**config.mk**
```make
export PLATFORM = sky130hd
export DESIGN_NAME = pcbo_exec
export DESIGN_NICKNAME = d
export VERILOG_FILES = /design/src/pkg/pcbo_pkg.sv /design/src/core/pcbo_compare.sv /design/src/core/pcbo_exec.sv
export SDC_FILE = /design/constraint.sdc
export NUM_CORES = 1
export LEC_CHECK = 0
export BUFFER_PORTS_ARGS = -buffer_cell sky130_fd_sc_hd__buf_4
export CORE_MARGIN = 3
export CORE_UTILIZATION = 50
export DETAILED_ROUTE_END_ITERATION = 12
export HOLD_SLACK_MARGIN = 0.03
export PLACE_DENSITY_LB_ADDON = 0.05
export SYNTH_ARGS = -nofsm -noshare
export SYNTH_HDL_FRONTEND = slang
export SYNTH_HIERARCHICAL = 1
export SYNTH_SLANG_ARGS = --single-unit
```
**constraint.sdc**
```tcl
create_clock -name clock -period 1.73 [get_ports clock]
set_input_delay 0.0865 -clock clock [delete_from_list [all_inputs] [get_ports clock]]
set_output_delay 0.0865 -clock clock [all_outputs]
set_load 0.03 [all_outputs]
```
**src/pkg/pcbo_pkg.sv**
```systemverilog
// Shared types and constants for the parallel compare and word-bit execution block.
// Assumes the sequencer presents one instruction per valid strobe on the scan clock.
package pcbo_pkg;

    // Parallel comparison codes.
    localparam logic [8:0] CODE_EQ = 9'h0f0;
    localparam logic [8:0] CODE_GT = 9'h0f1;
    localparam logic [8:0] CODE_LT = 9'h0f2;
    localparam logic [8:0] CODE_NE = 9'h0f4;
    localparam logic [8:0] CODE_LE = 9'h0f5;
    localparam logic [8:0] CODE_GE = 9'h0f6;

    // Word-bit instruction codes.
    localparam logic [8:0] CODE_BIT_OUTPUT = 9'h10a;
    localparam logic [8:0] CODE_BIT_SET = 9'h10b;
    localparam logic [8:0] CODE_BIT_CLEAR = 9'h10c;

    // Counter numbers that hold 32-bit values.
    localparam logic [7:0] WIDE_CNT_FIRST = 8'hc8;
    localparam logic [7:0] WIDE_CNT_LAST = 8'hfe;

    localparam logic [4:0] NARROW_INDEX_MAX = 5'h0f;
    localparam logic [4:0] WIDE_INDEX_MAX = 5'h1f;
    localparam logic [31:0] WORD_RESET = 32'h0000_0000;

    // Error indicator half period in scan clocks, counted from zero.
    localparam logic [23:0] FLASH_HALF = 24'h7a_1200;

    typedef struct packed {
        logic [8:0] code;       // Instruction code.
        logic wide;             // Set for the 32-bit form.
        logic [15:0] s1_lo;     // Source 1 named register.
        logic [15:0] s1_hi;     // Source 1 next register.
        logic [15:0] s2_lo;     // Source 2 named register.
        logic [15:0] s2_hi;     // Source 2 next register.
        logic s1_is_cnt;        // Source 1 is a counter.
        logic [7:0] s1_cnt;     // Counter number of source 1.
        logic s2_is_cnt;        // Source 2 is a counter.
        logic [7:0] s2_cnt;     // Counter number of source 2.
        logic rung_in;          // Current rung result.
        logic [4:0] bit_index;  // Selected bit.
        logic [15:0] dst_lo;    // Destination named register.
        logic [15:0] dst_hi;    // Destination next register.
    } pcbo_op_type;

    typedef struct packed {
        logic [15:0] dst_lo;    // New destination low word.
        logic [15:0] dst_hi;    // New destination high word.
        logic dst_write;        // Destination words to be written.
        logic rung_out;         // Rung result after the instruction.
        logic prog_error;       // Program error pulse.
        logic index_error;      // Bit index out of range pulse.
    } pcbo_res_type;

endpackage : pcbo_pkg
```
**src/core/pcbo_compare.sv**
```systemverilog
// Signed comparator for 16-bit and 32-bit operand pairs.
// Assumes operands are already assembled high word first; purely combinational.
`timescale 1ns/10ps
module pcbo_compare (
    input wire logic [31:0] a,   // Source 1.
    input wire logic [31:0] b,   // Source 2.
    input wire logic wide,       // Set for 32-bit compare.
    output logic eq,             // Sources equal.
    output logic lt              // Source 1 below source 2.
);
    wire signed [31:0] a_s;
    wire signed [31:0] b_s;

    // The narrow form is sign extended from bit 15.
    assign a_s = wide ? a : {{16{a[15]}}, a[15:0]};
    assign b_s = wide ? b : {{16{b[15]}}, b[15:0]};
    assign eq = (a_s == b_s);
    assign lt = (a_s < b_s);
endmodule : pcbo_compare

```
**src/core/pcbo_exec.sv**
```systemverilog
// Execution unit for parallel comparisons and word-bit output, set and clear.
// Assumes the sequencer holds op stable with op_valid and writes back result words.
`timescale 1ns/10ps
module pcbo_exec (
    input wire logic clock,                 // Scan clock, 250 MHz.
    input wire logic rstn,                  // Asynchronous reset, active low.
    input wire logic op_valid,              // Instruction present this cycle.
    input wire pcbo_pkg::pcbo_op_type op,   // Instruction operands.
    output logic res_valid,                 // Result present, one cycle.
    output pcbo_pkg::pcbo_res_type res,     // Instruction result.
    output logic contact_no,                // Open contact of last driven bit.
    output logic contact_nc,                // Closed contact of last driven bit.
    output logic error_led                  // Error indicator, flashes while set.
);

    function automatic logic is_wide_cnt(input logic present, input logic [7:0] num);
        is_wide_cnt = present && (num >= pcbo_pkg::WIDE_CNT_FIRST) && (num <= pcbo_pkg::WIDE_CNT_LAST);
    endfunction : is_wide_cnt

    wire [31:0] src1;
    wire [31:0] src2;
    wire [31:0] dst_word;
    wire cmp_eq;
    wire cmp_lt;
    wire is_cmp;
    wire is_bit;
    wire test_true;
    wire bad_counter;
    wire index_ok;
    wire [31:0] bit_mask;
    wire [31:0] dst_new;
    wire bit_value;
    wire flash_wrap;

    logic res_valid_reg;
    pcbo_pkg::pcbo_res_type res_reg;
    pcbo_pkg::pcbo_res_type res_next;
    logic contact_no_reg;
    logic contact_nc_reg;
    logic err_latched_reg;
    logic [23:0] flash_cnt_reg;
    logic error_led_reg;

    assign src1 = {op.wide ? op.s1_hi : 16'h0000, op.s1_lo};
    assign src2 = {op.wide ? op.s2_hi : 16'h0000, op.s2_lo};
    assign dst_word = {op.dst_hi, op.dst_lo};

    pcbo_compare u_compare (
        .a(src1),
        .b(src2),
        .wide(op.wide),
        .eq(cmp_eq),
        .lt(cmp_lt)
    );

    assign is_cmp = (op.code == pcbo_pkg::CODE_EQ) || (op.code == pcbo_pkg::CODE_GT) ||
                    (op.code == pcbo_pkg::CODE_LT) || (op.code == pcbo_pkg::CODE_NE) ||
                    (op.code == pcbo_pkg::CODE_LE) || (op.code == pcbo_pkg::CODE_GE);
    assign is_bit = (op.code == pcbo_pkg::CODE_BIT_OUTPUT) || (op.code == pcbo_pkg::CODE_BIT_SET) ||
                    (op.code == pcbo_pkg::CODE_BIT_CLEAR);

    // Relation decode; each discontinuity case is the complement of its test.
    assign test_true = (op.code == pcbo_pkg::CODE_EQ) ? cmp_eq :
                       (op.code == pcbo_pkg::CODE_GT) ? (!cmp_eq && !cmp_lt) :
                       (op.code == pcbo_pkg::CODE_LT) ? cmp_lt :
                       (op.code == pcbo_pkg::CODE_NE) ? !cmp_eq :
                       (op.code == pcbo_pkg::CODE_LE) ? (cmp_eq || cmp_lt) :
                       (op.code == pcbo_pkg::CODE_GE) ? !cmp_lt : 1'b0;

    // A 32-bit counter used in the narrow form is a program error.
    assign bad_counter = is_cmp && !op.wide &&
                         (is_wide_cnt(op.s1_is_cnt, op.s1_cnt) || is_wide_cnt(op.s2_is_cnt, op.s2_cnt));

    // Index range depends on the form.
    assign index_ok = op.wide ? (op.bit_index <= pcbo_pkg::WIDE_INDEX_MAX)
                              : (op.bit_index <= pcbo_pkg::NARROW_INDEX_MAX);

    // Set drives the bit on when its rung is true; clear drops it, and output follows the rung.
    assign bit_value = (op.code == pcbo_pkg::CODE_BIT_OUTPUT) ? op.rung_in :
                       (op.code == pcbo_pkg::CODE_BIT_SET) ? 1'b1 : 1'b0;

    // One slice per destination bit, so that no write can disturb a bit that was not indexed.
    generate
        for (genvar k = 0; k < 32; k++)
        begin : g_bit
            assign bit_mask[k] = (op.bit_index == 5'(k));
            assign dst_new[k] = bit_mask[k] ? bit_value : dst_word[k];
        end
    endgenerate

    always_comb
    begin
        res_next = '0;
        res_next.rung_out = op.rung_in;
        if (is_cmp)
        begin
            // The comparison is a branch in parallel with earlier contacts.
            res_next.rung_out = op.rung_in | (test_true & !bad_counter);
            res_next.prog_error = bad_counter;
        end
        else if (is_bit)
        begin
            res_next.index_error = !index_ok;
            // A set or clear only acts when its rung is true; output acts on either rung.
            res_next.dst_write = index_ok && ((op.code == pcbo_pkg::CODE_BIT_OUTPUT) || op.rung_in);
            res_next.dst_lo = res_next.dst_write ? dst_new[15:0] : op.dst_lo;
            res_next.dst_hi = res_next.dst_write ? (op.wide ? dst_new[31:16] : op.dst_hi) : op.dst_hi;
        end
    end

    // The result stands one cycle only and clears to zero unless another answer follows, so the sequencer must copy it in that cycle.
    always_ff @(posedge clock or negedge rstn)
    begin
        if (!rstn)
        begin
            res_valid_reg <= 1'b0;
            res_reg <= '0;
        end
        else
        begin
            res_valid_reg <= op_valid;
            res_reg <= op_valid ? res_next : '0;
        end
    end

    // Contacts mirror the last written bit; stale until the next bit instruction that writes its destination.
    always_ff @(posedge clock or negedge rstn)
    begin
        if (!rstn)
        begin
            contact_no_reg <= 1'b0;
            contact_nc_reg <= 1'b1;
        end
        else if (op_valid && res_next.dst_write)
        begin
            contact_no_reg <= bit_value;
            contact_nc_reg <= !bit_value;
        end
    end

    // The indicator toggles each time the counter wraps.
    assign flash_wrap = (flash_cnt_reg == pcbo_pkg::FLASH_HALF);

    // The program error stays latched until reset, as the controller halts on it.
    always_ff @(posedge clock or negedge rstn)
    begin
        if (!rstn)
        begin
            err_latched_reg <= 1'b0;
            flash_cnt_reg <= 24'h00_0000;
            error_led_reg <= 1'b0;
        end
        else
        begin
            if (op_valid && bad_counter)
            begin
                err_latched_reg <= 1'b1;
            end
            if (err_latched_reg)
            begin
                flash_cnt_reg <= flash_wrap ? 24'h00_0000 : flash_cnt_reg + 24'h00_0001;
                if (flash_wrap)
                begin
                    error_led_reg <= !error_led_reg;
                end
            end
        end
    end

    assign res_valid = res_valid_reg;
    assign res = res_reg;
    assign contact_no = contact_no_reg;
    assign contact_nc = contact_nc_reg;
    assign error_led = error_led_reg;

    a_contacts_opposite: assert property (@(posedge clock) disable iff (!rstn) contact_no != contact_nc)
        else $error("contacts not complementary");
    a_rung_or_kept: assert property (@(posedge clock) disable iff (!rstn)
        op_valid && is_cmp && op.rung_in |=> res.rung_out)
        else $error("rung true lost by compare");
    a_eq_result: assert property (@(posedge clock) disable iff (!rstn)
        op_valid && op.code == pcbo_pkg::CODE_EQ && !op.rung_in && !bad_counter |=> res.rung_out == $past(cmp_eq))
        else $error("equal compare wrong");
    a_ge_signed: assert property (@(posedge clock) disable iff (!rstn)
        op_valid && op.code == pcbo_pkg::CODE_GE && !op.rung_in && op.wide && !bad_counter
        |=> res.rung_out == ($signed($past(src1)) >= $signed($past(src2))))
        else $error("signed ge wrong");
    a_gt_code: assert property (@(posedge clock) disable iff (!rstn)
        op_valid && op.code == pcbo_pkg::CODE_GT && !op.rung_in && !bad_counter
        |=> res.rung_out == !($past(cmp_eq) || $past(cmp_lt)))
        else $error("greater compare wrong");
    a_bad_counter_err: assert property (@(posedge clock) disable iff (!rstn)
        op_valid && bad_counter |=> res.prog_error ##1 err_latched_reg)
        else $error("program error not raised");
    a_index_range: assert property (@(posedge clock) disable iff (!rstn)
        op_valid && is_bit && !op.wide && op.bit_index > pcbo_pkg::NARROW_INDEX_MAX |=> res.index_error && !res.dst_write)
        else $error("index range not checked");
    a_out_bit: assert property (@(posedge clock) disable iff (!rstn)
        op_valid && op.code == pcbo_pkg::CODE_BIT_OUTPUT && index_ok |=> contact_no == $past(op.rung_in))
        else $error("bit output wrong");
    a_set_bit: assert property (@(posedge clock) disable iff (!rstn)
        op_valid && op.code == pcbo_pkg::CODE_BIT_SET && op.rung_in && index_ok
        |=> res.dst_write && ((({res.dst_hi, res.dst_lo}) & $past(bit_mask)) != 32'h0000_0000))
        else $error("bit set wrong");
    a_clear_bit: assert property (@(posedge clock) disable iff (!rstn)
        op_valid && op.code == pcbo_pkg::CODE_BIT_CLEAR && op.rung_in && op.wide && index_ok
        |=> ((({res.dst_hi, res.dst_lo}) & $past(bit_mask)) == 32'h0000_0000))
        else $error("bit clear wrong");

    // Relations checked against signed arithmetic or the comparator outputs as they were taken; also high-word use and no destination write.
    a_lt_narrow: assert property (@(posedge clock) disable iff (!rstn)
        op_valid && op.code == pcbo_pkg::CODE_LT && !op.rung_in && !op.wide && !bad_counter
        |=> res.rung_out == ($signed($past(op.s1_lo)) < $signed($past(op.s2_lo))))
        else $error("less compare wrong");
    a_ne_code: assert property (@(posedge clock) disable iff (!rstn)
        op_valid && op.code == pcbo_pkg::CODE_NE && !op.rung_in && !bad_counter
        |=> res.rung_out == ($past(src1) != $past(src2)))
        else $error("not equal compare wrong");
    a_le_code: assert property (@(posedge clock) disable iff (!rstn)
        op_valid && op.code == pcbo_pkg::CODE_LE && !op.rung_in && !bad_counter
        |=> res.rung_out == ($past(cmp_lt) || $past(cmp_eq)))
        else $error("less or equal compare wrong");
    a_ge_narrow: assert property (@(posedge clock) disable iff (!rstn)
        op_valid && op.code == pcbo_pkg::CODE_GE && !op.rung_in && !op.wide && !bad_counter
        |=> res.rung_out == ($signed($past(op.s1_lo)) >= $signed($past(op.s2_lo))))
        else $error("narrow signed ge wrong");
    a_gt_wide: assert property (@(posedge clock) disable iff (!rstn)
        op_valid && op.code == pcbo_pkg::CODE_GT && !op.rung_in && op.wide && !bad_counter
        |=> res.rung_out == ($signed($past(src1)) > $signed($past(src2))))
        else $error("wide signed gt wrong");
    a_narrow_hi_ignored: assert property (@(posedge clock) disable iff (!rstn)
        op_valid && op.code == pcbo_pkg::CODE_EQ && !op.wide && !op.rung_in && !bad_counter && op.s1_lo == op.s2_lo
        |=> res.rung_out)
        else $error("narrow equal used high word");
    a_wide_high_word: assert property (@(posedge clock) disable iff (!rstn)
        op_valid && op.code == pcbo_pkg::CODE_NE && op.wide && !op.rung_in && op.s1_lo == op.s2_lo
        |=> res.rung_out == ($past(op.s1_hi) != $past(op.s2_hi)))
        else $error("wide compare ignored high word");
    a_compare_no_write: assert property (@(posedge clock) disable iff (!rstn)
        op_valid && is_cmp |=> !res.dst_write && !res.index_error)
        else $error("compare wrote destination");

    a_error_dark: assert property (@(posedge clock) disable iff (!rstn)
        op_valid && bad_counter && !op.rung_in |=> !res.rung_out)
        else $error("erroneous compare gave continuity");
    a_wide_no_error: assert property (@(posedge clock) disable iff (!rstn)
        op_valid && is_cmp && op.wide |=> !res.prog_error)
        else $error("wide compare raised program error");
    a_led_dark: assert property (@(posedge clock) disable iff (!rstn)
        !err_latched_reg |-> !error_led)
        else $error("error indicator lit without error");
    a_flash_bound: assert property (@(posedge clock) disable iff (!rstn)
        flash_cnt_reg <= pcbo_pkg::FLASH_HALF)
        else $error("flash counter overran");
    a_narrow_index_ok: assert property (@(posedge clock) disable iff (!rstn)
        op_valid && is_bit && !op.wide && op.bit_index <= pcbo_pkg::NARROW_INDEX_MAX |=> !res.index_error)
        else $error("narrow index refused");
    a_wide_index: assert property (@(posedge clock) disable iff (!rstn)
        op_valid && is_bit && op.wide |=> !res.index_error)
        else $error("wide index refused");

    a_out_on: assert property (@(posedge clock) disable iff (!rstn)
        op_valid && op.code == pcbo_pkg::CODE_BIT_OUTPUT && index_ok && op.rung_in
        |=> res.dst_write &&
            (({res.dst_hi, res.dst_lo} & (32'h0000_0001 << $past(op.bit_index))) != 32'h0000_0000))
        else $error("bit output did not set");
    a_out_off: assert property (@(posedge clock) disable iff (!rstn)
        op_valid && op.code == pcbo_pkg::CODE_BIT_OUTPUT && index_ok && !op.rung_in
        |=> res.dst_write &&
            (({res.dst_hi, res.dst_lo} & (32'h0000_0001 << $past(op.bit_index))) == 32'h0000_0000))
        else $error("bit output did not clear");
    a_bit_rung_kept: assert property (@(posedge clock) disable iff (!rstn)
        op_valid && is_bit |=> res.rung_out == $past(op.rung_in))
        else $error("bit instruction changed rung");
    a_contact_hold: assert property (@(posedge clock) disable iff (!rstn)
        !(op_valid && is_bit) |=> $stable(contact_no))
        else $error("contact moved without bit instruction");
    a_clear_contact: assert property (@(posedge clock) disable iff (!rstn)
        op_valid && op.code == pcbo_pkg::CODE_BIT_CLEAR && op.rung_in && index_ok |=> contact_nc && !contact_no)
        else $error("contacts wrong after clear");
    a_set_no_clear: assert property (@(posedge clock) disable iff (!rstn)
        op_valid && op.code == pcbo_pkg::CODE_BIT_SET
        |=> !res.dst_write ||
            (({res.dst_hi, res.dst_lo} & (32'h0000_0001 << $past(op.bit_index))) != 32'h0000_0000))
        else $error("bit set cleared its bit");
    a_clear_narrow: assert property (@(posedge clock) disable iff (!rstn)
        op_valid && op.code == pcbo_pkg::CODE_BIT_CLEAR && op.rung_in && !op.wide && index_ok
        |=> res.dst_write && res.dst_hi == $past(op.dst_hi) &&
            ((res.dst_lo & (16'h0001 << $past(op.bit_index))) == 16'h0000))
        else $error("narrow bit clear wrong");

    c_compare_true: cover property (@(posedge clock) op_valid && is_cmp && !op.rung_in && test_true);
    c_prog_error: cover property (@(posedge clock) op_valid && bad_counter);
    c_set_then_clear: cover property (@(posedge clock) op_valid && op.code == pcbo_pkg::CODE_BIT_SET
        ##[1:8] op_valid && op.code == pcbo_pkg::CODE_BIT_CLEAR);
    c_index_refused: cover property (@(posedge clock) op_valid && is_bit && !index_ok);
    c_wide_output: cover property (@(posedge clock) op_valid && op.code == pcbo_pkg::CODE_BIT_OUTPUT
        && op.wide && op.bit_index > pcbo_pkg::NARROW_INDEX_MAX);
endmodule : pcbo_exec

```
==> results of run 1 <==
## layout make-up
cell class | instances | area, sq um | share of cell area
tap | 105 | 131 | 0.0182
sequential | 65 | 1630 | 0.226
timing repair buffer | 256 | 2210 | 0.306
clock buffer | 11 | 151 | 0.0210
clock inverter | 5 | 61.3 | 0.00849
multi-input combinational | 388 | 2950 | 0.409
inverter | 22 | 82.6 | 0.0114
## worst max path at each step
stage / startpoint / to / slack [ns]
after detailed placement: op[120] / res[2]$_DFF_PN0_ / -1.11
after floorplan: op[120] / res[2]$_DFF_PN0_ / -0.76
after global routing: op[120] / res[2]$_DFF_PN0_ / -0.89
after global placement: op[120] / res[2]$_DFF_PN0_ / -1.03
final: op[120] / res[2]$_DFF_PN0_ / -0.73
after CTS: op[120] / res[2]$_DFF_PN0_ / -0.61
## routing by layer
layer / part of all wire / track usage
met1: 0.38 / 0.320
met2: 0.52 / 0.482
met3: 0.069 / 0.0730
met4: 0.036 / 0.0984
met5: 0 / 0
## tightest hold or removal path: stages
cell and delay (ns):
buf_4 0.09, o211ai_1 0.09, o31ai_1 0.08
## cells by family after synthesis
kind of cell | count (synthesis) | share of synthesized area
multiplexers | 16 | 0.0362
XOR/XNOR | 21 | 0.0415
AND/OR/NAND/NOR | 223 | 0.271
adder cells (fa/ha/maj) | 34 | 0.0961
AO/OA/AOI/OAI | 94 | 0.147
buffers and inverters | 47 | 0.0407
flip-flops | 65 | 0.368
## where the power goes
group	switching (mW)	total (mW)	internal [mW]	leakage [nW]
clock network	0.623	1.38	0.755	0.110
logic	0.510	1.10	0.590	2.59
registers	0.0261	1.57	1.55	0.889
total	1.16	4.05	2.89	3.59
## synth_stat cells, types with 5 or more instances
cell / n
nor2_1: 24
ha_1: 34
clkbuf_1: 19
a21oi_1: 28
o31ai_1: 15
xor2_1: 12
o21ai_0: 8
and2_1: 34
nand3_1: 16
nand2_1: 86
dfrtp_1: 64
inv_1: 22
and3_1: 5
nand4_1: 18
mux2i_1: 16
xnor2_1: 9
o211ai_1: 16
## per-stage QoR
stage | hold WS [ns] | power, mW | cell area (sq um)
2_1_floorplan | -0.209 | 2.01 | 4550
5_1_grt | 0.0296 | 4.22 | 7220
3_3_place_gp | 0.0708 | 2.39 | 6170
3_5_place_dp | 0.0753 | 2.43 | 6170
6_report | 0.0425 | 4.05 | 7220
4_1_cts | 0.0310 | 3.88 | 6820
## repair_timing
item                                    CTS  global route
hold buffers                             30             2
cloned                                    2             4
endpoints found under the setup margin    1            12
resized for setup                        15            49
buffers inserted                          2             6
pin swaps                                17            31
hold endpoints to repair                 63             2
==> impl_metrics.py, run 1 <==
metrics = {
    "outcome": {
        "status": "finished with violations",
        "failed_checks": "setup timing",
    },
    "drt": {
        "drc": 0,
        "ant_nets": 0,
        "detail_route.vias_per_cell": 5.71,
        "wire_per_inst_um": 17.9,
        "first_iter_violations": 266,
        "vias": 4866,
        "drt_pass1_iterations": 5,
        "routed_wirelength_um": 15300,
    },
    "timing": {
        "min_period_over_period": 1.42,
        "finClkSkew_ns": 0.00901,
        "setup_violations": 1,
        "finalHoldViolCount": 0,
        "worst_pin_slew_ns": 0.493,
        "slew_headroom": 0.669,
        "setup_ws_ns": -0.733,
        "report.final.slew_viol_count": 0,
        "fin_setup_tns_ns": -0.733,
        "rsz0062_at_grt": "true",
        "final.min_clock_period_ns": 2.46,
        "timing.fmax_mhz": 406,
    },
    "yosys": {
        "syn_area_sq_mm": 0.00443,
        "synth-async-reset-ratio": 1.00,
        "synthTopCellsByArea": "dfrtp_1 36%, ha_1 9.6%, nand2_1 7.3%",
        "avgSynthCellArea_sq_um": 8.86,
        "ys_types": 60,
        "synth-main-ff-cell": "dfrtp_1",
        "synth_fp_nets": 667,
        "yosysTopAreaCell": "dfrtp_1",
        "ys_seq_area_frac": 0.368,
        "ys_seq_elements": 65,
        "ys_warn_count": 6,
        "synth_edf_count": 0,
        "synthCells": 500,
        "yosysTopAreaCellShare": 0.362,
    },
    "floorplan": {
        "core_sq_mm": 0.00842,
        "placementRows": 33,
        "ioPinCount": 173,
        "die_area_sq_mm": 0.0100,
        "die_w_um": 100,
        "dieHeight_um": 100,
        "initial_core_util": 0.526,
    },
    "global_routing": {
        "overflow": 0,
        "grt_pass1_wl_um": 22100,
        "track_usage": 0.274,
        "antenna_found_initial": 0,
        "grt_start_max_net_pins": 37,
        "grt_pass1_vias": 4763,
    },
    "layout": {
        "postLayoutCoreUtil": 0.858,
        "layout_common_cells": "209 x buf_4, 78 x nand2_1, 61 x dfrtp_1, 32 x dlygate4sd3_1, 30 x and2_1",
        "fin_cells": 852,
        "nets": 909,
        "n_antenna_cell": 0,
        "nFillCells": 454,
        "largest_reg_flops": 36,
        "areaGrowthSynthToFinish_pct": 63.1,
        "final_common_cell": "buf_4",
        "drive_above_1_share": 0.424,
    },
    "critical_path": {
        "worst-path-max-fanout": 6,
        "worst-path-buf-inv": 2,
        "cp.arrival_ns": 2.73,
        "startpoint_type": "input port",
        "required_ns": 2.00,
        "cpMostUsedCell": "a21oi_2",
        "max_stage_delay_ns": 0.34,
        "path_delay_family": "compound AO/OA/AOI/OAI gates",
        "r2r-end": "error_led$_DFFE_PN0P_",
        "crit_slowest_cell": "a2111oi_4",
        "r2r_start": "flash_cnt_reg[6]$_DFFE_PN0P_",
        "cp.depth": 15,
        "path_cells": "buf_16 -> buf_12 -> and2_1 -> a21oi_2 -> ha_4 -> a21oi_2 -> o21ai_1 -> a221oi_2 -> o2111ai_2 -> o22ai_2 -> nor2_1 -> a22oi_1 -> nand2_1 -> a2111oi_4 -> a22o_1",
        "criticalPathCategory": "in -> reg",
        "reg2reg_depth": 6,
        "end_kind": "register",
        "reg2reg_slack_ns": 0.10,
    },
    "cts": {
        "clkSlewWorstSetupHoldPaths_ns": 0.07,
        "cts_num_sinks": 65,
        "numCtsBuffers": 9,
        "root_buffer": "clkbuf_8",
        "htree_num_levels": 3,
        "cts_buffer_depth": 2,
        "cts_tree": "built",
        "clkLatencyLatePin_ns": 0.33,
    },
    "placed_design": {
        "dp_hpwl_um": 9660,
        "numPlacedInstances": 790,
        "place_ws_ns": -1.11,
        "portBuffers": 172,
        "gp_congestion": 0.912,
    },
    "pwr": {
        "powerDensity_mw_per_mm2": 561,
        "ir_drop_mv": 0.656,
        "p_leak_nw": 3.59,
    },
    "worst_hold_path": {
        "hold_path.startpoint": "op[31]",
        "min_path_cells": 3,
        "worstHoldEndpoint": "res[35]$_DFF_PN0_",
        "hold_path.class": "in -> reg",
    },
    "job": {
        "max_cap_violations": 0,
    },
}
Power figures use the tool's default switching activity.
==> run 2: changes to the inputs <==
- SKIP_LAST_GASP: not set -> 1
==> impl_metrics.py, run 2 (synthesized netlist as in run 1, its figures left out) <==
metrics = {
    "cts": {
        "cts_buffer_depth": 2,
        "htree_num_levels": 3,
        "numCtsBuffers": 9,
        "cts_tree": "built",
        "root_buffer": "clkbuf_8",
        "cts_num_sinks": 65,
        "clkSlewWorstSetupHoldPaths_ns": 0.07,
        "clkLatencyLatePin_ns": 0.33,
    },
    "outcome": {
        "failed_checks": "setup timing",
        "status": "finished with violations",
    },
    "worst_hold_path": {
        "hold_path.startpoint": "op[31]",
        "hold_path.class": "in -> reg",
    },
    "timing": {
        "setup_ws_ns": -0.733,
        "report.final.slew_viol_count": 0,
        "worst_pin_slew_ns": 0.493,
        "slew_headroom": 0.669,
        "timing.fmax_mhz": 406,
        "final.min_clock_period_ns": 2.46,
        "setup_violations": 1,
        "min_period_over_period": 1.42,
        "finalHoldViolCount": 0,
        "whs_ns": 0.0425,
        "rsz0062_at_grt": "true",
        "finClkSkew_ns": 0.00901,
    },
    "layout": {
        "largest_reg_flops": 36,
        "nets": 909,
        "final_common_cell": "buf_4",
        "layout_common_cells": "209 x buf_4, 78 x nand2_1, 61 x dfrtp_1, 32 x dlygate4sd3_1, 30 x and2_1",
        "areaGrowthSynthToFinish_pct": 63.1,
        "drive_above_1_share": 0.424,
        "postLayoutCoreUtil": 0.858,
        "n_antenna_cell": 0,
    },
    "pwr": {
        "p_leak_nw": 3.59,
        "seqPwrFrac": 0.388,
        "ir_drop_mv": 0.656,
        "pwr-share-comb": 0.271,
        "switching_share": 0.286,
        "power.total_mw": 4.05,
        "clkPwrFrac": 0.340,
        "power_switching_mw": 1.16,
        "internal_power_mw": 2.89,
        "powerDensity_mw_per_mm2": 561,
    },
    "placed_design": {
        "dp_hpwl_um": 9660,
        "place_ws_ns": -1.11,
        "portBuffers": 172,
        "gp_congestion": 0.912,
    },
    "global_routing": {
        "track_usage": 0.274,
        "antenna_found_initial": 0,
        "grt_start_max_net_pins": 37,
        "overflow": 0,
        "grt_pass1_wl_um": 22100,
        "grt_pass1_vias": 4763,
    },
    "floorplan": {
        "placementRows": 33,
        "die_w_um": 100,
        "ioPinCount": 173,
        "die_area_sq_mm": 0.0100,
        "initial_core_util": 0.526,
        "dieHeight_um": 100,
        "core_sq_mm": 0.00842,
    },
    "critical_path": {
        "worst-path-max-fanout": 6,
        "cp.arrival_ns": 2.73,
        "startpoint_type": "input port",
        "crit_start": "op[120]",
        "end_kind": "register",
        "r2r_start": "flash_cnt_reg[6]$_DFFE_PN0P_",
        "criticalPathCategory": "in -> reg",
        "required_ns": 2.00,
    },
    "drt": {
        "vias": 4866,
        "drc": 0,
        "drt_pass1_iterations": 5,
        "detail_route.vias_per_cell": 5.71,
        "ant_nets": 0,
        "routed_wirelength_um": 15300,
        "wire_per_inst_um": 17.9,
        "first_iter_violations": 266,
    },
    "job": {
        "max_cap_violations": 0,
    },
}
[run 2: cell counts in the layout (fill, tap and decap cells not counted)]
No cell type changed its count.
[run 2: metal layers]
| layer | vias up | routed length (um) | track usage |
|---|---|---|---|
| met5 | - | 0 | 0 |
| met4 | 0 | 546 | 0.0984 |
| met3 | 53 | 1060 | 0.0730 |
| met2 | 206 | 7860 | 0.482 |
| met1 | 2336 | 5780 | 0.320 |
| li1 | 2271 | - | - |
[run 2: metrics by stage]
step	area [sq um]	std cells	TNS (ns)
finish	7220	852	-0.733
global route	7220	852	-0.918
CTS	6820	840	-0.612
detailed placement	6170	790	-1.11
global placement	6170	790	-1.03
floorplan	4550	500	-0.762
[run 2: area by class of cell]
class / count / area (sq um)
Clock buffer: 11 / 151
Clock inverter: 5 / 61.3
Fill cell: 454 / 1200
Inverter: 22 / 82.6
Multi-Input combinational cell: 388 / 2950
Sequential cell: 65 / 1630
Tap cell: 105 / 131
Timing Repair Buffer: 256 / 2210
[run 2: power by group through the flow]
stage	sequential, mW	combinational, mW	clock [mW]
after global placement	1.60	0.790	0
final	1.57	1.10	1.38
after detailed placement	1.60	0.826	0
after global routing	1.58	1.19	1.45
after CTS	1.57	0.937	1.37
after floorplan	1.61	0.403	0
[run 2: final timing paths]
check                                                endpoint  slack [ns]  cells past startpoint
min in group asynchronous       flash_cnt_reg[12]$_DFFE_PN0P_        0.25                      2
worst max-delay path                         res[2]$_DFF_PN0_       -0.73                     15
worst min register to register          error_led$_DFFE_PN0P_        0.48                      1
max in group asynchronous                   res[12]$_DFF_PN0_        0.96                      3
worst max register to register          error_led$_DFFE_PN0P_        0.10                      6
worst min-delay path                        res[35]$_DFF_PN0_        0.04                      3
[run 2: critical path, cell delays in order]
cell and delay [ns]:
buf_16 0.13, buf_12 0.13, and2_1 0.16, a21oi_2 0.24, ha_4 0.26, a21oi_2 0.10, o21ai_1 0.11, a221oi_2 0.33
o2111ai_2 0.16, o22ai_2 0.19, nor2_1 0.07, a22oi_1 0.15, nand2_1 0.11, a2111oi_4 0.34, a22o_1 0.16
[run 2: repair_timing]
action	in CTS	in global routing
setup buffers	2	6
hold buffers	30	2
pin swaps	17	31
resized for setup	15	49
gates cloned	2	4
setup endpoints to repair	1	12
endpoints found under the hold margin	63	2
